===== src/common/lcr_pkg.sv =====
package lcr_pkg;
    // Beat and line geometry
    localparam int DATA_W        = 64;
    localparam int LINE_BYTES    = 32;
    localparam int BEAT_BYTES    = DATA_W / 8;
    localparam int LINE_BEATS    = LINE_BYTES / BEAT_BYTES;
    // Full-line burst shape
    localparam logic [7:0] FULL_LEN   = 8'h03;
    localparam logic [2:0] FULL_SIZE  = 3'h3;
    localparam logic [1:0] BURST_INCR = 2'h1;
    localparam logic [1:0] BURST_WRAP = 2'h2;
    localparam int LINE_ADDR_LO  = 3;
    localparam int LINE_ADDR_HI  = 4;
    // Configuration encodings and defaults
    localparam logic [2:0] WAY_SIZE_DEF = 3'h1;
    localparam logic [2:0] WAY_SIZE_MIN = 3'h1;
    localparam logic [2:0] WAY_SIZE_MAX = 3'h6;
    localparam logic       ASSOC_DEF    = 1'h0;
    localparam logic [2:0] LAT_DEF      = 3'h7;
    localparam int         ID_MAX_DEF   = 5;
    localparam int         ID_MAX_MIN   = 2;
    localparam int         MST_ID_EXTRA = 2;
    // Transaction classes
    typedef enum logic [2:0]
    {
        LCR_NONCACHE_RD,
        LCR_NONBUF_WR,
        LCR_LINEFILL,
        LCR_STB_ALLOC_RD,
        LCR_STB_BUF_WR,
        LCR_EVICT_WR
    } lcr_class_e;
    // Requester of a transaction
    typedef enum logic [1:0]
    {
        LCR_SRC_SP0,
        LCR_SRC_SP1,
        LCR_SRC_STB,
        LCR_SRC_EB
    } lcr_src_e;
endpackage


===== src/rtl/lcr_router.sv =====
`timescale 1ns/1ps
// Summary of operation
// - One or two 64-bit read/write slave ports face the processor.
// - One or two 64-bit read/write master ports face the next memory level.
// - With two masters and no filter, uncached reads and unbuffered writes follow their slave port number.
// - With two masters, linefills, store buffer and eviction traffic may leave on either master.
// - With filtering on, in-range traffic goes to master 1 and all else to master 0.
// - With one master, master 1 is absent and master 0 carries everything.
// - Way size is a 3-bit select from 16KB to 512KB, default 001 meaning 16KB.
// - Associativity is 8 or 16 ways, default 0 for 8, 16 only when built in.
// - Slave ID width parameter is at least 2, default 5 giving 6 slave and 8 master ID bits.
// - Only slave zero implies only master zero, and filtering needs master one.
// - Banking, parity, both lockdowns, early read, filtering and sideband are optional builds.
// - A cache line is 32 bytes, four 64-bit beats.
module lcr_router
#(
    parameter bit SECOND_SLAVE_OPTION      = 1'b0,
    parameter bit SECOND_MASTER_OPTION     = 1'b0,
    parameter bit RANGE_REDIRECT_OPTION    = 1'b0,
    parameter bit SIXTEEN_WAY_OPTION       = 1'b0,
    parameter bit DATA_BANK_OPTION         = 1'b0,
    parameter bit PARITY_OPTION            = 1'b0,
    parameter bit PER_REQUESTER_LOCK_OPTION = 1'b0,
    parameter bit PER_LINE_LOCK_OPTION     = 1'b0,
    parameter bit EARLY_READ_OPTION        = 1'b0,
    parameter bit MASTER_SIDEBAND_OPTION   = 1'b0,
    parameter int SLAVE_ID_WIDTH_PARAM     = lcr_pkg::ID_MAX_DEF,
    parameter int ADDR_W                   = 32
)
(
    input  wire logic                ref_clk_in,
    input  wire logic                rst_in,
    input  wire logic [2:0]          way_size_select_in,
    input  wire logic                assoc_select_in,
    input  wire logic [2:0]          ram_latency_in,
    input  wire logic                filter_enable_in,
    input  wire logic [ADDR_W-1:0]   filter_start_in,
    input  wire logic [ADDR_W-1:0]   filter_end_in,
    input  wire logic                req_valid_in,
    output logic                     req_ready_out,
    input  wire logic [1:0]          req_src_in,
    input  wire logic [2:0]          req_class_in,
    input  wire logic [ADDR_W-1:0]   slave_request_address_in,
    input  wire logic [7:0]          slave_burst_length_in,
    input  wire logic [2:0]          slave_beat_size_in,
    input  wire logic [1:0]          slave_burst_type_in,
    input  wire logic                alt_master_in,
    input  wire logic [7:0]          user_sideband_in,
    output logic                     m0_valid_out,
    output logic                     m1_valid_out,
    input  wire logic                m_ready_in,
    output logic [ADDR_W-1:0]        m_addr_out,
    output logic                     m_full_line_out,
    output logic [7:0]               master_read_user_sideband_out,
    output logic [7:0]               master_write_user_sideband_out,
    output logic [2:0]               way_size_out,
    output logic                     sixteen_ways_out,
    output logic [3:0]               ram_cycles_out,
    output logic [7:0]               slave_id_bits_out,
    output logic [7:0]               master_id_bits_out
);
    localparam int DEPTH = 2;

    // Build checks
    initial
    begin
        if (SLAVE_ID_WIDTH_PARAM < lcr_pkg::ID_MAX_MIN)
            $error("slave id width parameter below minimum");
        if (!SECOND_SLAVE_OPTION && SECOND_MASTER_OPTION)
            $error("second master needs second slave");
        if (RANGE_REDIRECT_OPTION && !SECOND_MASTER_OPTION)
            $error("range redirect needs second master");
        if (lcr_pkg::LINE_BEATS != 4)
            $error("line must be four beats");
    end

    typedef struct packed
    {
        logic [DEPTH-1:0]             vld;
        logic [DEPTH-1:0]             port;
        logic [DEPTH-1:0]             full;
        logic [DEPTH-1:0][ADDR_W-1:0] addr;
        logic [DEPTH-1:0][7:0]        user;
        logic [DEPTH-1:0]             is_rd;
        logic                         wp;
        logic                         rp;
        logic [2:0]                   way;
        logic                         ways16;
        logic [3:0]                   lat;
        logic                         rdy;
        logic                         m0v;
        logic                         m1v;
        logic [ADDR_W-1:0]            oaddr;
        logic                         ofull;
        logic [7:0]                   rsb;
        logic [7:0]                   wsb;
    } lcr_state_s;

    lcr_state_s st_r;
    lcr_state_s st_nxt;

    // Full-line burst detection
    function automatic logic full_line(input logic [7:0] len,
                                       input logic [2:0] sz,
                                       input logic [1:0] bt,
                                       input logic [ADDR_W-1:0] a);
        logic aligned;
        aligned = (a[lcr_pkg::LINE_ADDR_HI:lcr_pkg::LINE_ADDR_LO] == 2'h0);
        full_line = (len == lcr_pkg::FULL_LEN) &&
                    (sz == lcr_pkg::FULL_SIZE) &&
                    ((bt == lcr_pkg::BURST_INCR && aligned) ||
                     bt == lcr_pkg::BURST_WRAP);
    endfunction

    // Master port choice for one request
    function automatic logic pick_port(input logic [1:0] src,
                                       input logic [2:0] cls,
                                       input logic [ADDR_W-1:0] a,
                                       input logic alt);
        logic p;
        p = 1'b0;
        if (!SECOND_MASTER_OPTION)
            p = 1'b0;
        else if (RANGE_REDIRECT_OPTION && filter_enable_in)
            p = (a >= filter_start_in) && (a <= filter_end_in);
        else if (cls == lcr_pkg::LCR_NONCACHE_RD ||
                 cls == lcr_pkg::LCR_NONBUF_WR)
            p = (src == lcr_pkg::LCR_SRC_SP1);
        else
            p = alt;
        pick_port = p;
    endfunction

    logic push;
    logic pop;
    logic src_ok;

    assign src_ok    = SECOND_SLAVE_OPTION ||
                       (req_src_in != lcr_pkg::LCR_SRC_SP1);
    assign push      = req_valid_in && req_ready_out && src_ok;
    assign pop       = st_r.vld[st_r.rp] && m_ready_in;

    // Next state: buffer and configuration
    always_comb
    begin
        st_nxt = st_r;
        if (pop)
        begin
            st_nxt.vld[st_r.rp] = 1'b0;
            st_nxt.rp = ~st_r.rp;
        end
        if (push)
        begin
            st_nxt.vld[st_r.wp]  = 1'b1;
            st_nxt.port[st_r.wp] = pick_port(req_src_in, req_class_in,
                                             slave_request_address_in,
                                             alt_master_in);
            st_nxt.full[st_r.wp] = full_line(slave_burst_length_in,
                                             slave_beat_size_in,
                                             slave_burst_type_in,
                                             slave_request_address_in);
            st_nxt.addr[st_r.wp] = slave_request_address_in;
            st_nxt.user[st_r.wp] = MASTER_SIDEBAND_OPTION ?
                                   user_sideband_in : 8'h00;
            st_nxt.is_rd[st_r.wp] =
                (req_class_in == lcr_pkg::LCR_NONCACHE_RD) ||
                (req_class_in == lcr_pkg::LCR_LINEFILL) ||
                (req_class_in == lcr_pkg::LCR_STB_ALLOC_RD);
            st_nxt.wp = ~st_r.wp;
        end
        // Way size, out-of-range codes fall back to default
        if (way_size_select_in >= lcr_pkg::WAY_SIZE_MIN &&
            way_size_select_in <= lcr_pkg::WAY_SIZE_MAX)
            st_nxt.way = way_size_select_in;
        else
            st_nxt.way = lcr_pkg::WAY_SIZE_DEF;
        st_nxt.ways16 = SIXTEEN_WAY_OPTION && assoc_select_in;
        st_nxt.lat = {1'b0, ram_latency_in} + 4'h1;
        // Head word copies, so every output except the ID widths leaves a flip-flop
        st_nxt.rdy   = !st_nxt.vld[st_nxt.wp];
        st_nxt.m0v   = st_nxt.vld[st_nxt.rp] &&
                       !st_nxt.port[st_nxt.rp];
        st_nxt.m1v   = SECOND_MASTER_OPTION && st_nxt.vld[st_nxt.rp] &&
                       st_nxt.port[st_nxt.rp];
        st_nxt.oaddr = st_nxt.addr[st_nxt.rp];
        st_nxt.ofull = st_nxt.full[st_nxt.rp];
        st_nxt.rsb   = st_nxt.is_rd[st_nxt.rp] ?
                       st_nxt.user[st_nxt.rp] : 8'h00;
        st_nxt.wsb   = st_nxt.is_rd[st_nxt.rp] ?
                       8'h00 : st_nxt.user[st_nxt.rp];
    end

    // State register
    always_ff @(posedge ref_clk_in or posedge rst_in)
    begin
        if (rst_in)
        begin
            st_r        <= '0;
            st_r.way    <= lcr_pkg::WAY_SIZE_DEF;
            st_r.ways16 <= lcr_pkg::ASSOC_DEF;
            st_r.lat    <= {1'b0, lcr_pkg::LAT_DEF} + 4'h1;
            st_r.rdy    <= 1'b1;
        end
        else
            st_r <= st_nxt;
    end

    // Outputs straight from the state, ID widths from the parameter
    always_comb
    begin
        req_ready_out = st_r.rdy;
        m0_valid_out = st_r.m0v;
        m1_valid_out = st_r.m1v;
        m_addr_out = st_r.oaddr;
        m_full_line_out = st_r.ofull;
        master_read_user_sideband_out = st_r.rsb;
        master_write_user_sideband_out = st_r.wsb;
        way_size_out = st_r.way;
        sixteen_ways_out = st_r.ways16;
        ram_cycles_out = st_r.lat;
        slave_id_bits_out = 8'(SLAVE_ID_WIDTH_PARAM + 1);
        master_id_bits_out = 8'(SLAVE_ID_WIDTH_PARAM + 1 +
                                lcr_pkg::MST_ID_EXTRA);
    end

    // Checks
    no_m1_single_a: assert property (@(posedge ref_clk_in) disable iff (rst_in)
        !SECOND_MASTER_OPTION |-> !m1_valid_out)
        else $error("master 1 active when absent");
    one_port_a: assert property (@(posedge ref_clk_in) disable iff (rst_in)
        !(m0_valid_out && m1_valid_out))
        else $error("both masters valid");
    nc_route_a: assert property (@(posedge ref_clk_in) disable iff (rst_in)
        (push && SECOND_MASTER_OPTION && !(RANGE_REDIRECT_OPTION &&
         filter_enable_in) && req_class_in == lcr_pkg::LCR_NONCACHE_RD &&
         st_r.vld == '0) |=> (m1_valid_out ==
         ($past(req_src_in) == lcr_pkg::LCR_SRC_SP1)))
        else $error("uncached read on wrong master");
    lat_range_a: assert property (@(posedge ref_clk_in) disable iff (rst_in)
        ram_cycles_out >= 4'h1 && ram_cycles_out <= 4'h8)
        else $error("ram latency out of range");
    ways_a: assert property (@(posedge ref_clk_in) disable iff (rst_in)
        !SIXTEEN_WAY_OPTION |-> !sixteen_ways_out)
        else $error("sixteen ways without build");
    way_size_a: assert property (@(posedge ref_clk_in) disable iff (rst_in)
        way_size_out >= lcr_pkg::WAY_SIZE_MIN &&
        way_size_out <= lcr_pkg::WAY_SIZE_MAX)
        else $error("way size code out of range");
    stall_hold_a: assert property (@(posedge ref_clk_in) disable iff (rst_in)
        (m0_valid_out && !m_ready_in) |=> (m0_valid_out &&
         $stable(m_addr_out)))
        else $error("stalled word lost");
    sideband_a: assert property (@(posedge ref_clk_in) disable iff (rst_in)
        !MASTER_SIDEBAND_OPTION |-> (master_read_user_sideband_out == 8'h00
         && master_write_user_sideband_out == 8'h00))
        else $error("sideband driven when absent");
    c_m0: cover property (@(posedge ref_clk_in) m0_valid_out && m_ready_in);
    c_m1: cover property (@(posedge ref_clk_in) m1_valid_out && m_ready_in);
    c_full: cover property (@(posedge ref_clk_in) !req_ready_out);
    c_line: cover property (@(posedge ref_clk_in) m_full_line_out);
endmodule


===== config.mk =====
export PLATFORM = sky130hd
export DESIGN_NAME = lcr_router
export DESIGN_NICKNAME = d
export VERILOG_FILES = /design/src/common/lcr_pkg.sv /design/src/rtl/lcr_router.sv
export SDC_FILE = /design/constraint.sdc
export NUM_CORES = 1
export LEC_CHECK = 0
export ABC_AREA = 1
export BUFFER_PORTS_ARGS = -buffer_cell sky130_fd_sc_hd__buf_4
export CAP_MARGIN = 20
export CORE_ASPECT_RATIO = 1.25
export CORE_UTILIZATION = 45
export DETAILED_ROUTE_END_ITERATION = 10
export GPL_ROUTABILITY_DRIVEN = 0
export GPL_TIMING_DRIVEN = 1
export PLACE_DENSITY_LB_ADDON = 0.15
export SETUP_SLACK_MARGIN = 0.1
export SLEW_MARGIN = 10
export SYNTH_ARGS = -nofsm -noshare
export SYNTH_HDL_FRONTEND = slang
export SYNTH_SLANG_ARGS = --single-unit

===== constraint.sdc =====
create_clock -name ref_clk_in -period 4.4 [get_ports ref_clk_in]
set_clock_uncertainty 0.15 [all_clocks]
set_input_delay 0.66 -clock ref_clk_in [delete_from_list [all_inputs] [get_ports ref_clk_in]]
set_output_delay 0.66 -clock ref_clk_in [all_outputs]
set_load 0.1 [all_outputs]

=== Yosys cells after proc, flatten, opt, wreduce, memory -nomap -nowiden ===
Index checks and enable logic that the tools add are counted.

* Bits in read-only memories: 0
* Output and inout bits: 76
* Bits in writable memories: 0
* Input bits: 135
* Latch bits: 0
* Logic and storage cells: 93
* Register bits after elaboration: 148
* Memories kept: 0

* $lt $le $gt $ge: 8
* Bitwise operators: 7
* Multiply operators: 0
* Add/sub/neg operators: 1
* Shift-type cells: 0
* Div/mod/pow operators: 0
* Mux-type cells: 35
* Eq/ne operators: 7
* Reduce and logical (&&, ||, !) cells: 17

{| class="wikitable"
|+ Operators by type and width
! cell !! count
|-
| 32-bit 2-to-1 mux || 3
|-
| 89-bit 2-to-1 mux || 1
|-
| 64-bit bitwise mux || 1
|-
| 8-bit 2-to-1 mux || 5
|-
| 32-bit demux with 1-bit select || 1
|-
| 16-bit bitwise AND || 1
|-
| 1-bit 2-to-1 mux || 16
|-
| 16-bit inverter || 1
|-
| 1-bit logical AND || 10
|-
| 3-bit by 2-bit == test with 1-bit output, second input constant || 3
|-
| 8-bit demux with 1-bit select || 1
|-
| 8-bit by 2-bit == test with 1-bit output, second input constant || 1
|-
| 1-bit by 2-bit < comparator with 1-bit output, second input constant || 4
|-
| 2-bit bitwise mux || 3
|-
| 3-bit by 1-bit adder with 4-bit output, second input constant || 1
|-
| 3-bit by 1-bit greater-or-equal comparator with 1-bit output, second input constant || 1
|-
| 3-bit <= comparator, second input constant || 1
|-
| 3-bit zero test || 1
|-
| 1-bit logical OR || 3
|-
| 3-bit 2-to-1 mux || 1
|-
| 2-bit bitwise AND || 1
|-
| 1-bit demux with 1-bit select || 2
|-
| 2-bit by 1-bit == test with 1-bit output, second input constant || 1
|-
| 2-bit == test, second input constant || 1
|-
| other kinds (8) || 11
|}

=== Longest topological paths before layout ===
Gate-level depths: netlist of the first run.

* Depth in word-level cells: 13
* Gate-level depth with buffers: 9
* Gate-level depth less buffers: 8

=== Worst setup path before layout of the first run ===
Ideal clock, no wire load.

* Path type: flip-flop to flip-flop
* From: reg st_r (netlist bit req_ready_out)
* To: reg st_r (netlist bit master_read_user_sideband_out[1])
* Period minus slack after synthesis: 2043 ps
* Path buffers: 2
* Setup time: 124 ps
* Required time: 4126 ps
* Stages on the path, launching flop included: 10
* Data arrival time: 1769 ps
* Setup slack: 2357 ps
* Cell sequence: dfstp_2 > nand2_1 > a21oi_2 > nand2_1 > buf_4 > buf_2 > nand2_1 > nand2_1 > nand2_1 > nor2_1

{| class="wikitable"
|+ RTL lines
! element !! line !! source
|-
| start, declared || lcr_router.sv:99 || <nowiki>lcr_state_s st_r;</nowiki>
|-
| start signal, assigned || lcr_router.sv:205 || <nowiki>st_r <= st_nxt;</nowiki>
|}

==> insert_results.sql, run 1 <==
INSERT INTO impl_metrics (metric_group, metric, value, unit) VALUES
('run_status', 'outcome', 'finished clean', ''),
('route', 'route.final.wire_length', '11300', 'um'),
('clocking', 'worst_skew_pair.late_latency', '0.41', 'ns'),
('floorplanning', 'die_height', '132', 'um'),
('critical_path', 'worstSetupPathType', 'reg -> reg', ''),
('placement', 'placed_cells', '877', ''),
('final_layout', 'fin_cells', '908', ''),
('pwr', 'power.leakage', '0.00407', 'uW'),
('logic_synthesis', 'ys.flop_type', 'sky130_fd_sc_hd__dfrtp_1', ''),
('timing', 'worstMarginPinSlew', '0.921', 'ns'),
('pwr', 'pwr-share-seq', '30.7', '%'),
('placement', 'detailed_place_hpwl', '7030', 'um'),
('timing', 'min_period_over_period', '55.6', '%'),
('logic_synthesis', 'synth.most_common_cell', 'sky130_fd_sc_hd__nand2_1', ''),
('clocking', 'cts-root-to-sink-buffers', '2', ''),
('floorplanning', 'chipWidth', '106', 'um'),
('critical_path', 'most_frequent_cell_on_the_critical_path', 'sky130_fd_sc_hd__nand2_1', ''),
('floorplanning', 'initial_core_util', '46.1', '%'),
('critical_path', 'slowest_stage', 'sky130_fd_sc_hd__nand2_2', ''),
('grt', 'grt-ovfl-total', '0', ''),
('timing', 'hold_violations', '0', ''),
('clocking', 'clock_tree_from_tritoncts', 'yes', ''),
('pwr', 'internal_power', '3470', 'uW'),
('route', 'routedWlPerCell', '12.5', 'um'),
('final_layout', 'final_area', '7260', 'um^2'),
('grt', 'grtUsageTotal', '17.5', '%'),
('timing', 'post-route-min-period', '2.45', 'ns'),
('critical_path', 'path_max_fanout', '46', ''),
('clocking', 'cts_inserted_buffers', '17', ''),
('logic_synthesis', 'synthDominantCellAreaShare', '59.5', '%'),
('route', 'drt_iter0_drc', '207', ''),
('grt', 'grt_util_met3', '5.29', '%'),
('logic_synthesis', 'synth.avg_cell_area', '9.18', 'um^2'),
('floorplanning', 'die_area', '14000', 'um^2'),
('grt', 'grt_use_met1', '21.8', '%'),
('clocking', 'worst_setup_hold_path_clk_slew', '0.06', 'ns'),
('critical_path', 'crit_arrival', '2.64', 'ns'),
('floorplanning', 'core', '13200', 'um^2'),
('clocking', 'cts.hold.buffers_added', '0', ''),
('final_layout', 'drive_above_1_share', '22.4', '%'),
('logic_synthesis', 'post_synth_instance_area', '6100', 'um^2'),
('placement', 'port_buffers', '117', ''),
('logic_synthesis', 'async_reset_ff_share', '100', '%'),
('floorplanning', 'core.rowCount', '47', ''),
('grt', 'busiest_layer', 'met2', ''),
('timing', 'timing.setup.tns', '0', 'ns'),
('route', 'route.antenna.remaining_nets', '0', ''),
('floorplanning', 'io_pins', '211', ''),
('clocking', 'numClockSinks', '148', ''),
('logic_synthesis', 'ys_seq_elements', '148', ''),
('clocking', 'post_cts.repair.setup_buffers', '0', ''),
('logic_synthesis', 'synth.yosys.warnings', '0', ''),
('clocking', 'cts.root.buffer_cell', 'sky130_fd_sc_hd__clkbuf_16', ''),
('grt', 'grt_antenna_before_repair', '0', ''),
('pwr', 'power.switching_fraction', '47.8', '%'),
('route', 'post_drt_via_cell_ratio', '4.56', ''),
('run', 'maxCapViolations', '0', ''),
('grt', 'grt_pass1_wl', '19200', 'um'),
('pwr', 'power_density', '915', 'nW/um^2'),
('timing', 'worst_slew_margin_rel', '38.4', '%'),
('final_layout', 'design.final.nets', '861', ''),
('grt', 'vias_in_the_first_global_route', '4089', ''),
('pwr', 'switchingPower', '3170', 'uW'),
('critical_path', 'worstPathCellList', 'nand2_1 -> a21oi_2 -> nand2_2 -> buf_4 -> o21ai_0 -> nand2_1 -> nand2_1', ''),
('logic_synthesis', 'seq_area_frac_synth', '60.7', '%'),
('logic_synthesis', 'count_of_flip_flops_with_a_built_in_enable_after_synthesis', '0', ''),
('critical_path', 'startpoint_type', 'register', ''),
('logic_synthesis', 'synthTopCellsByCount', 'sky130_fd_sc_hd__nand2_1 (232), sky130_fd_sc_hd__dfrtp_1 (145), sky130_fd_sc_hd__buf_4 (79)', ''),
('timing', 'finalMaxSlewViolations', '0', ''),
('pwr', 'vdd_drop_max', '0.000546', 'V'),
('route', 'drt_drc_violations_left', '0', '');
cell families (layout without fill, tap and decap cells):
| family | after synthesis | count (layout) | share of synthesized area [%] |
|---|---|---|---|
| xor gates and xnor gates | 1 | 1 | 0.144 |
| DFF | 148 | 148 | 60.7 |
| and+or+nand+nor | 274 | 274 | 17.3 |
| AOI/OAI and AO/OA | 76 | 76 | 6.54 |
| adders and majority gates | 1 | 1 | 0.205 |
| buffers and inverters | 163 | 219 | 15.0 |
| other | 2 | 18 | 0.123 |
final timing paths:
check                                  end                  start  slack [ns]  depth (start not counted)
max                          m_addr_out[3]          req_ready_out        1.95                          7
min                              st_r[129]                 rst_in        0.13                          2
max reg2reg                  m_addr_out[3]          req_ready_out        1.95                          7
min reg2reg                       st_r[66]               st_r[66]        0.31                          2
max in group asynchronous  way_size_out[0]                 rst_in        3.06                          3
min in group ref_clk_in    way_size_out[0]  way_size_select_in[2]        0.26                          2
critical path, delay by kind of cell (launching register included):
kind / cells / cell delay [ns]
compound gates: 2 / 0.43
buf+inv: 1 / 0.48
flops: 1 / 0.54
simple gates: 4 / 0.77
power groups by stage:
| stage | Combinational, uW | Sequential (uW) | Clock (uW) |
|---|---|---|---|
| global route | 3360 | 2090 | 1590 |
| finish | 3120 | 2040 | 1490 |
| CTS | 3150 | 2040 | 1530 |
| detailed placement | 3140 | 2060 | 0 |
| global placement | 3090 | 2050 | 0 |
| floorplan | 2700 | 2120 | 0 |
per-layer routing:
| layer | part of all wire (%) | wire [um] | vias to the layer above |
|---|---|---|---|
| met5 | 0 | 0 | - |
| met4 | 1.2 | 131 | 0 |
| met3 | 5.8 | 661 | 10 |
| met2 | 50 | 5710 | 113 |
| met1 | 43 | 4840 | 1971 |
| li1 | - | - | 2050 |
flip-flops by register name, indices dropped and copies added (netlist names):
name,cells
st_r,90
m_addr_out,32
master_read_user_sideband_out,8
master_write_user_sideband_out,8
ram_cycles_out,4
way_size_out,3
m0_valid_out,1
m_full_line_out,1
req_ready_out,1
cell usage in the layout, fill, tap and decap left out, types with 8 or more instances in the layout:
cell type                   count
sky130_fd_sc_hd__nand2_1      230
sky130_fd_sc_hd__dfrtp_1      145
sky130_fd_sc_hd__buf_4        121
sky130_fd_sc_hd__inv_1         63
sky130_fd_sc_hd__o21ai_1       60
sky130_fd_sc_hd__nor2_1        26
sky130_fd_sc_hd__conb_1        18
sky130_fd_sc_hd__clkbuf_16     17
sky130_fd_sc_hd__nand3_1       12
sky130_fd_sc_hd__o21ai_0        8
stage by stage:
stage / util, % / total power, uW / worst slack, ns / hold slack (ns)
6_report: 54.9 / 6650 / 1.95 / 0.131
5_1_grt: 54.9 / 7030 / 1.71 / 0.146
4_1_cts: 54.9 / 6720 / 1.90 / 0.131
3_5_place_dp: 50.2 / 5200 / 1.69 / 0.298
3_3_place_gp: 50.2 / 5140 / 1.75 / 0.294
2_1_floorplan: - / 4820 / 1.73 / 0.281
final cells by class:
cell class	count	area, um^2
fillers	1205	5970
flip-flops and latches	148	3710
multi-input cells	370	1550
repair buffers	122	928
clock buffers	18	429
inverters	66	251
well taps	171	214
clock inverters	13	185
Note: power is estimated with default switching activity, not from simulation.
==> inputs of run 2 (changes only) <==
--- a/config.mk
+++ b/config.mk
@@ -5,11 +5,11 @@
 export SDC_FILE = /design/constraint.sdc
 export NUM_CORES = 1
 export LEC_CHECK = 0
-export ABC_AREA = 1
+export ABC_AREA = 0
 export BUFFER_PORTS_ARGS = -buffer_cell sky130_fd_sc_hd__buf_4
 export CAP_MARGIN = 20
 export CORE_ASPECT_RATIO = 1.25
-export CORE_UTILIZATION = 45
+export CORE_UTILIZATION = 52
 export DETAILED_ROUTE_END_ITERATION = 10
 export GPL_ROUTABILITY_DRIVEN = 0
 export GPL_TIMING_DRIVEN = 1
==> constraint.sdc (replaced) <==
create_clock -name ref_clk_in -period 2.3 [get_ports ref_clk_in]
set_clock_uncertainty 0.15 [all_clocks]
set_input_delay 0.345 -clock ref_clk_in [delete_from_list [all_inputs] [get_ports ref_clk_in]]
set_output_delay 0.345 -clock ref_clk_in [all_outputs]
set_load 0.1 [all_outputs]
==> insert_results.sql, run 2 <==
INSERT INTO impl_metrics (metric_group, metric, value, unit) VALUES
('route', 'route.antenna.remaining_nets', '0', ''),
('critical_path', 'worstPathCellList', 'and3_4 -> or2_2 -> inv_6 -> buf_4 -> nor3_1 -> nor3_1 -> o21bai_1', ''),
('pwr', 'power.leakage', '0.00384', 'uW'),
('final_layout', 'design.final.nets', '836', ''),
('logic_synthesis', 'async_reset_ff_share', '100', '%'),
('pwr', 'power.switching_fraction', '46.1', '%'),
('placement', 'port_buffers', '117', ''),
('critical_path', 'cpPeakStageDelay', '0.43', 'ns'),
('grt', 'grt_pass1_wl', '24400', 'um'),
('pwr', 'internal_power', '7550', 'uW'),
('timing', 'max_freq', '0.477', 'GHz'),
('critical_path', 'crit_arrival', '2.28', 'ns'),
('critical_path', 'worstSetupPathType', 'reg -> reg', ''),
('floorplanning', 'core', '13200', 'um^2'),
('floorplanning', 'io_pins', '211', ''),
('timing', 'post-route-min-period', '2.10', 'ns'),
('logic_synthesis', 'ys_seq_elements', '148', ''),
('logic_synthesis', 'netlist_instances', '630', ''),
('route', 'route.final.wire_length', '15400', 'um'),
('logic_synthesis', 'post_synth_instance_area', '7070', 'um^2'),
('hold_path', 'timing.hold.worst.start', 'slave_request_address_in[14]', ''),
('timing', 'finalSetupViolCount', '0', ''),
('logic_synthesis', 'netlist-cell-type-count', '49', ''),
('grt', 'grt-ovfl-total', '0', ''),
('final_layout', 'largest_reg_flops', '90', ''),
('grt', 'grt_antenna_before_repair', '0', ''),
('clocking', 'cts.root.buffer_cell', 'sky130_fd_sc_hd__clkbuf_16', ''),
('final_layout', 'multi_input_area', '2660', 'um^2'),
('clocking', 'cts-htree-levels', '4', ''),
('critical_path', 'timing.rr.start', 'st_r[60]', ''),
('final_layout', 'drive_above_1_share', '36.0', '%'),
('pwr', 'power_density', '1660', 'nW/um^2'),
('pwr', 'vdd_drop_max', '0.000983', 'V'),
('clocking', 'cts-root-to-sink-buffers', '2', ''),
('critical_path', 'critPathRequiredTime', '2.48', 'ns'),
('route', 'drt_drc_violations_left', '0', ''),
('floorplanning', 'initial_core_util', '53.4', '%'),
('logic_synthesis', 'synthDominantCellAreaShare', '51.3', '%'),
('final_layout', 'flip_flop_and_latch_area', '3710', 'um^2'),
('final_layout', 'layout_common_cells', 'sky130_fd_sc_hd__dfrtp_1 (145), sky130_fd_sc_hd__buf_4 (133), sky130_fd_sc_hd__nor3_1 (80)', ''),
('timing', 'worst_slew_margin_rel', '59.4', '%'),
('final_layout', 'layout_commonest_cell', 'sky130_fd_sc_hd__dfrtp_1', ''),
('logic_synthesis', 'synth.most_common_cell', 'sky130_fd_sc_hd__dfrtp_1', ''),
('route', 'routedWlPerCell', '17.5', 'um'),
('logic_synthesis', 'post_synth_main_area_contributors', 'sky130_fd_sc_hd__dfrtp_1 (51%), sky130_fd_sc_hd__mux2_2 (10%), sky130_fd_sc_hd__buf_4 (8.1%)', ''),
('logic_synthesis', 'synth.avg_cell_area', '11.2', 'um^2'),
('critical_path', 'path_max_fanout', '14', ''),
('timing', 'setup_repair_after_global_routing_missed_its_margin', 'no', ''),
('route', 'drt_iter0_drc', '180', ''),
('placement', 'detailed_place_hpwl', '9230', 'um'),
('run', 'maxCapViolations', '0', ''),
('pwr', 'switchingPower', '6460', 'uW'),
('timing', 'min_period_over_period', '91.2', '%'),
('hold_path', 'holdPathStages', '2', ''),
('clocking', 'worst_setup_hold_path_clk_slew', '0.06', 'ns'),
('final_layout', 'post-route-util', '63.7', '%'),
('hold_path', 'timing.hold.worst_endpoint', 'st_r[94]', ''),
('clocking', 'post_cts.repair.setup_buffers', '0', ''),
('clocking', 'clock_tree_from_tritoncts', 'yes', ''),
('floorplanning', 'chipWidth', '106', 'um'),
('critical_path', 'r2r.worst_path.cells', '7', ''),
('logic_synthesis', 'synthTopCellsByCount', 'sky130_fd_sc_hd__dfrtp_1 (145), sky130_fd_sc_hd__nor3_1 (80), sky130_fd_sc_hd__buf_4 (76)', ''),
('logic_synthesis', 'seq_area_frac_synth', '52.5', '%'),
('logic_synthesis', 'ys.flop_type', 'sky130_fd_sc_hd__dfrtp_1', ''),
('pwr', 'power_frac_comb', '50.7', '%'),
('logic_synthesis', 'synth.yosys.warnings', '0', ''),
('floorplanning', 'die_area', '14100', 'um^2'),
('final_layout', 'largest_reg_by_ff_count', 'st_r', ''),
('timing', 'finalMaxSlewViolations', '0', ''),
('timing', 'layout_setup_ws', '0.202', 'ns'),
('logic_synthesis', 'synth_area_leader_cell', 'sky130_fd_sc_hd__dfrtp_1', ''),
('pwr', 'pwr-share-seq', '29.5', '%'),
('grt', 'vias_in_the_first_global_route', '5026', ''),
('timing', 'hold_violations', '0', ''),
('critical_path', 'critPathCaptureType', 'register', ''),
('floorplanning', 'die_height', '132', 'um'),
('run_status', 'outcome', 'finished clean', ''),
('final_layout', 'insertedDiodeCount', '0', ''),
('critical_path', 'slowest_stage', 'sky130_fd_sc_hd__or2_2', ''),
('clocking', 'numClockSinks', '148', ''),
('pwr', 'power.clock.fraction', '19.8', '%'),
('critical_path', 'timing.reg2reg.setup_slack', '0.20', 'ns'),
('critical_path', 'critical_path_buf_inv_count', '2', ''),
('critical_path', 'startpoint_type', 'register', ''),
('timing', 'worstMarginPinSlew', '0.609', 'ns'),
('route', 'post_drt_via_cell_ratio', '5.53', ''),
('critical_path', 'most_frequent_cell_on_the_critical_path', 'sky130_fd_sc_hd__nor3_1', ''),
('floorplanning', 'core.rowCount', '47', ''),
('route', 'route.vias.total', '4890', ''),
('final_layout', 'area.growth.synth_to_final', '19.2', '%'),
('grt', 'grtUsageTotal', '22.4', '%'),
('grt', 'largest_net_degree_at_the_start_of_global_routing', '100', ''),
('critical_path', 'top_delay_family_on_crit_path', 'simple AND/OR/NAND/NOR gates', ''),
('pwr', 'post-layout-total-power', '14000', 'uW'),
('hold_path', 'min-delay-path-class', 'in -> reg', ''),
('route', 'detail_route.first_pass.iterations', '4', ''),
('logic_synthesis', 'count_of_flip_flops_with_a_built_in_enable_after_synthesis', '0', ''),
('clocking', 'cts_inserted_buffers', '17', ''),
('critical_path', 'r2r_end', 'm_addr_out[19]', ''),
('final_layout', 'nFillCells', '1068', ''),
('placement', 'place_ws', '0.0903', 'ns'),
('clocking', 'worst_skew_pair.late_latency', '0.42', 'ns');
-- run 2: how the worst max path moves through the flow --
| stage | startpoint | to | slack (ns) | cells after the start |
|---|---|---|---|---|
| after floorplan | rst_in | m0_valid_out | -0.05 | 1 |
| after detailed placement | m_ready_in | m_addr_out[19] | 0.09 | 8 |
| after global routing | st_r[149] | m_addr_out[10] | 0.1 | 7 |
| final | st_r[60] | m_addr_out[19] | 0.20 | 7 |
| after global placement | m_ready_in | m_addr_out[19] | 0.13 | 8 |
| after CTS | req_ready_out | master_read_user_sideband_out[3] | 0.11 | 5 |
-- run 2: layer usage --
layer	vias up	part of all wire [%]	track usage [%]
met4	0	1.7	9.65
met3	23	4.8	5.14
li1	2271	-	-
met1	2439	41	26.5
met2	157	53	38.8
met5	-	0	0
-- run 2: power groups by stage --
| stage | logic [uW] | registers (uW) | clock network [uW] |
|---|---|---|---|
| 2_1_floorplan | 5920 | 4160 | 0 |
| 3_3_place_gp | 6860 | 4100 | 0 |
| 3_5_place_dp | 7000 | 4160 | 0 |
| 4_1_cts | 7050 | 4120 | 2840 |
| 5_1_grt | 7520 | 4220 | 2950 |
| 6_report | 7100 | 4130 | 2770 |
-- run 2: layout make-up --
cell class              count  area share [%]
clock inverters            15            1.99
flip-flops and latches    148            44.1
inverters                   7           0.416
repair buffers            148            14.3
clock buffers              17            5.05
multi-input cells         378            31.6
well taps                 171            2.54
-- run 2: timing repair --
item	4_1_cts	5_1_grt
resized for setup	1	3
cloned	0	1
pin swaps	0	0
hold buffers	8	0
hold endpoints to repair	104	0
endpoints found under the setup margin	1	15
-- run 2: cell families after synthesis --
group	Yosys count	share of synthesized area [%]
simple gates	160	11.5
flops	148	52.5
mux	73	11.5
other cells	2	0.106
compound gates	122	12.3
buf+inv	120	11.3
fa+ha+maj	1	0.177
xor+xnor	4	0.602
-- run 2: per-stage QoR --
step           setup TNS [ns]  cells  hold slack, ns  cell area (um^2)
6_report                    0    884          0.0312              8420
5_1_grt                     0    884          0.0162              8420
4_1_cts                     0    883          0.0134              8380
3_5_place_dp                0    843           0.320              7700
3_3_place_gp                0    843           0.318              7700
2_1_floorplan           -7.76    646           0.247              7140
==> inputs of run 3 (changes only) <==
--- a/config.mk
+++ b/config.mk
@@ -13,7 +13,7 @@
 export DETAILED_ROUTE_END_ITERATION = 10
 export GPL_ROUTABILITY_DRIVEN = 0
 export GPL_TIMING_DRIVEN = 1
-export PLACE_DENSITY_LB_ADDON = 0.15
+export PLACE_DENSITY_LB_ADDON = 0.05
 export SETUP_SLACK_MARGIN = 0.1
 export SLEW_MARGIN = 10
 export SYNTH_ARGS = -nofsm -noshare
==> constraint.sdc (replaced) <==
create_clock -name ref_clk_in -period 1.95 [get_ports ref_clk_in]
set_clock_uncertainty 0.15 [all_clocks]
set_input_delay 0.2925 -clock ref_clk_in [delete_from_list [all_inputs] [get_ports ref_clk_in]]
set_output_delay 0.2925 -clock ref_clk_in [all_outputs]
set_load 0.1 [all_outputs]
==> insert_results.sql, run 3 (synthesis gave the netlist of run 2 again) <==
INSERT INTO impl_metrics (metric_group, metric, value, unit) VALUES
('pwr', 'power.clock.fraction', '19.3', '%'),
('critical_path', 'crit_arrival', '2.09', 'ns'),
('clocking', 'numClockSinks', '148', ''),
('timing', 'worstMarginPinSlew', '0.514', 'ns'),
('clocking', 'cts-htree-levels', '4', ''),
('grt', 'grtUsageTotal', '24.5', '%'),
('critical_path', 'critical_path_buf_inv_count', '1', ''),
('critical_path', 'timing.reg2reg.setup_slack', '-0.01', 'ns'),
('critical_path', 'worstPathCellList', 'nand2_4 -> or3_4 -> buf_12 -> o21ai_2 -> nor3_1 -> o21bai_1', ''),
('final_layout', 'insertedDiodeCount', '0', ''),
('run_status', 'outcome', 'finished with violations', ''),
('floorplanning', 'core', '13200', 'um^2'),
('timing', 'finalSetupViolCount', '2', ''),
('placement', 'place_ws', '-0.249', 'ns'),
('critical_path', 'worstSetupPathType', 'reg -> reg', ''),
('pwr', 'power.switching_fraction', '44.3', '%'),
('route', 'route.antenna.remaining_nets', '0', ''),
('final_layout', 'largest_reg_by_ff_count', 'st_r', ''),
('run_status', 'failed_checks', 'setup timing', ''),
('critical_path', 'startpoint_type', 'register', ''),
('grt', 'grt_antenna_before_repair', '0', ''),
('final_layout', 'layout_commonest_cell', 'sky130_fd_sc_hd__dfrtp_1', ''),
('floorplanning', 'core.rowCount', '47', ''),
('timing', 'min_hold_slack', '0.0243', 'ns'),
('timing', 'setup_repair_after_global_routing_missed_its_margin', 'yes', ''),
('final_layout', 'design.final.nets', '900', ''),
('route', 'route.final.wire_length', '16600', 'um'),
('final_layout', 'multi_input_area', '2890', 'um^2'),
('route', 'drt_drc_violations_left', '0', ''),
('clocking', 'cts_inserted_buffers', '17', ''),
('placement', 'detailed_place_hpwl', '9570', 'um'),
('clocking', 'cts-root-to-sink-buffers', '2', ''),
('route', 'post_drt_via_cell_ratio', '5.43', ''),
('final_layout', 'nFillCells', '939', ''),
('clocking', 'worst_skew_pair.late_latency', '0.42', 'ns'),
('grt', 'grt_pass1_wl', '26600', 'um'),
('hold_path', 'min-delay-path-class', 'in -> reg', ''),
('route', 'routedWlPerCell', '17.6', 'um'),
('pwr', 'internal_power', '9980', 'uW'),
('critical_path', 'cpPeakStageDelay', '0.63', 'ns'),
('route', 'drt_iter0_drc', '233', ''),
('floorplanning', 'chipWidth', '106', 'um'),
('final_layout', 'area.growth.synth_to_final', '35.1', '%'),
('timing', 'layout_setup_ws', '-0.0117', 'ns'),
('grt', 'largest_net_degree_at_the_start_of_global_routing', '54', ''),
('route', 'route.vias.total', '5149', ''),
('timing', 'post-route-min-period', '1.96', 'ns'),
('critical_path', 'path_max_fanout', '46', ''),
('pwr', 'pwr-share-seq', '27.4', '%'),
('floorplanning', 'die_area', '14100', 'um^2'),
('pwr', 'power.leakage', '0.00435', 'uW'),
('critical_path', 'slowest_stage', 'sky130_fd_sc_hd__dfstp_4', ''),
('timing', 'finalMaxSlewViolations', '0', ''),
('critical_path', 'critPathRequiredTime', '2.08', 'ns'),
('pwr', 'vdd_drop_max', '0.00139', 'V'),
('critical_path', 'top_delay_family_on_crit_path', 'flip-flops', ''),
('timing', 'hold_violations', '0', ''),
('final_layout', 'layout_common_cells', 'sky130_fd_sc_hd__dfrtp_1 (145), sky130_fd_sc_hd__buf_4 (136), sky130_fd_sc_hd__nor3_1 (69)', ''),
('route', 'detail_route.first_pass.iterations', '5', ''),
('final_layout', 'flip_flop_and_latch_area', '3710', 'um^2'),
('clocking', 'clock_tree_from_tritoncts', 'yes', ''),
('final_layout', 'largest_reg_flops', '90', ''),
('timing', 'worst_slew_margin_rel', '65.8', '%'),
('grt', 'vias_in_the_first_global_route', '5344', ''),
('floorplanning', 'initial_core_util', '53.4', '%'),
('placement', 'port_buffers', '117', ''),
('final_layout', 'drive_above_1_share', '40.5', '%'),
('run', 'maxCapViolations', '0', ''),
('grt', 'grt-ovfl-total', '0', ''),
('final_layout', 'post-route-util', '72.1', '%'),
('floorplanning', 'io_pins', '211', ''),
('timing', 'min_period_over_period', '101', '%'),
('clocking', 'worst_setup_hold_path_clk_slew', '0.06', 'ns'),
('floorplanning', 'die_height', '132', 'um'),
('clocking', 'cts.root.buffer_cell', 'sky130_fd_sc_hd__clkbuf_16', ''),
('pwr', 'power_density', '1880', 'nW/um^2'),
('pwr', 'power_frac_comb', '53.3', '%'),
('timing', 'max_freq', '0.510', 'GHz'),
('pwr', 'switchingPower', '7950', 'uW'),
('critical_path', 'critPathCaptureType', 'register', '');
==> run 3: cell types whose count changed in the layout (fill, tap and decap cells not counted), moves of 3 or more <==
cell,delta
sky130_fd_sc_hd__dlygate4sd3_1,+33
sky130_fd_sc_hd__mux2_4,+8
sky130_fd_sc_hd__inv_6,-8
sky130_fd_sc_hd__clkbuf_16,+3
sky130_fd_sc_hd__buf_4,+3
sky130_fd_sc_hd__nor3_1,-11
sky130_fd_sc_hd__o21ai_0,-35
sky130_fd_sc_hd__mux2_2,-8
sky130_fd_sc_hd__o21ai_2,+11
sky130_fd_sc_hd__buf_6,+9
sky130_fd_sc_hd__o21ai_1,+24
sky130_fd_sc_hd__nor3_2,+9
sky130_fd_sc_hd__buf_12,+13
==> run 3: worst reg2reg max path, delay by kind of cell, from the launching register on <==
family | cells | cell delay, ns
AO/OA/AOI/OAI | 2 | 0.29
buffers and inverters | 1 | 0.21
flip-flops | 1 | 0.63
AND/OR/NAND/NOR | 3 | 0.55
==> run 3: through the flow <==
step / instance area, um^2 / power [uW] / TNS, ns / instances
5_1_grt: 9540 / 18800 / -1.33 / 948
3_3_place_gp: 7930 / 13300 / -7.92 / 856
2_1_floorplan: 7260 / 12100 / -59.91 / 646
4_1_cts: 9240 / 17500 / -0.0479 / 938
3_5_place_dp: 7930 / 13500 / -9.53 / 856
6_report: 9540 / 17900 / -0.0209 / 948
==> run 3: timing repair <==
action / CTS / global route
gates cloned: 2 / 5
hold endpoints to repair: 213 / 0
setup endpoints to repair: 121 / 115
pin swaps: 9 / 18
resized for setup: 37 / 34
buffers inserted: 7 / 5
hold buffers: 41 / 0
==> run 3: layout make-up <==
| class | count | area share, % |
|---|---|---|
| sequential | 148 | 38.9 |
| multi-input combinational | 378 | 30.3 |
| timing repair buffer | 212 | 21.6 |
| clock buffer | 20 | 4.68 |
| tap | 171 | 2.24 |
| clock inverter | 12 | 1.87 |
| inverter | 7 | 0.393 |
==> run 3: path summary, 6_finish.rpt <==
kind                                             start               to  cells after the start
setup / recovery                         req_ready_out   m_addr_out[20]                      6
setup reg to reg                         req_ready_out   m_addr_out[20]                      6
hold reg to reg                               st_r[64]         st_r[64]                      1
max in group asynchronous                       rst_in    req_ready_out                      4
min in group asynchronous                       rst_in  way_size_out[2]                      3
hold / removal             slave_request_address_in[4]         st_r[84]                      2
==> run 3: per-layer routing <==
layer	track usage, %	routed length [um]	up-vias
li1	-	-	2401
met1	29.9	6820	2594
met2	42.6	8850	136
met3	4.84	738	18
met4	9.03	236	0
met5	0	0	-
==> run 3: power groups by stage <==
stage	Combinational [uW]	Clock, uW	Sequential [uW]
final	9560	3460	4910
after global routing	10100	3660	5020
after CTS	9110	3510	4860
after detailed placement	8630	0	4900
after global placement	8460	0	4830
after floorplan	7200	0	4910
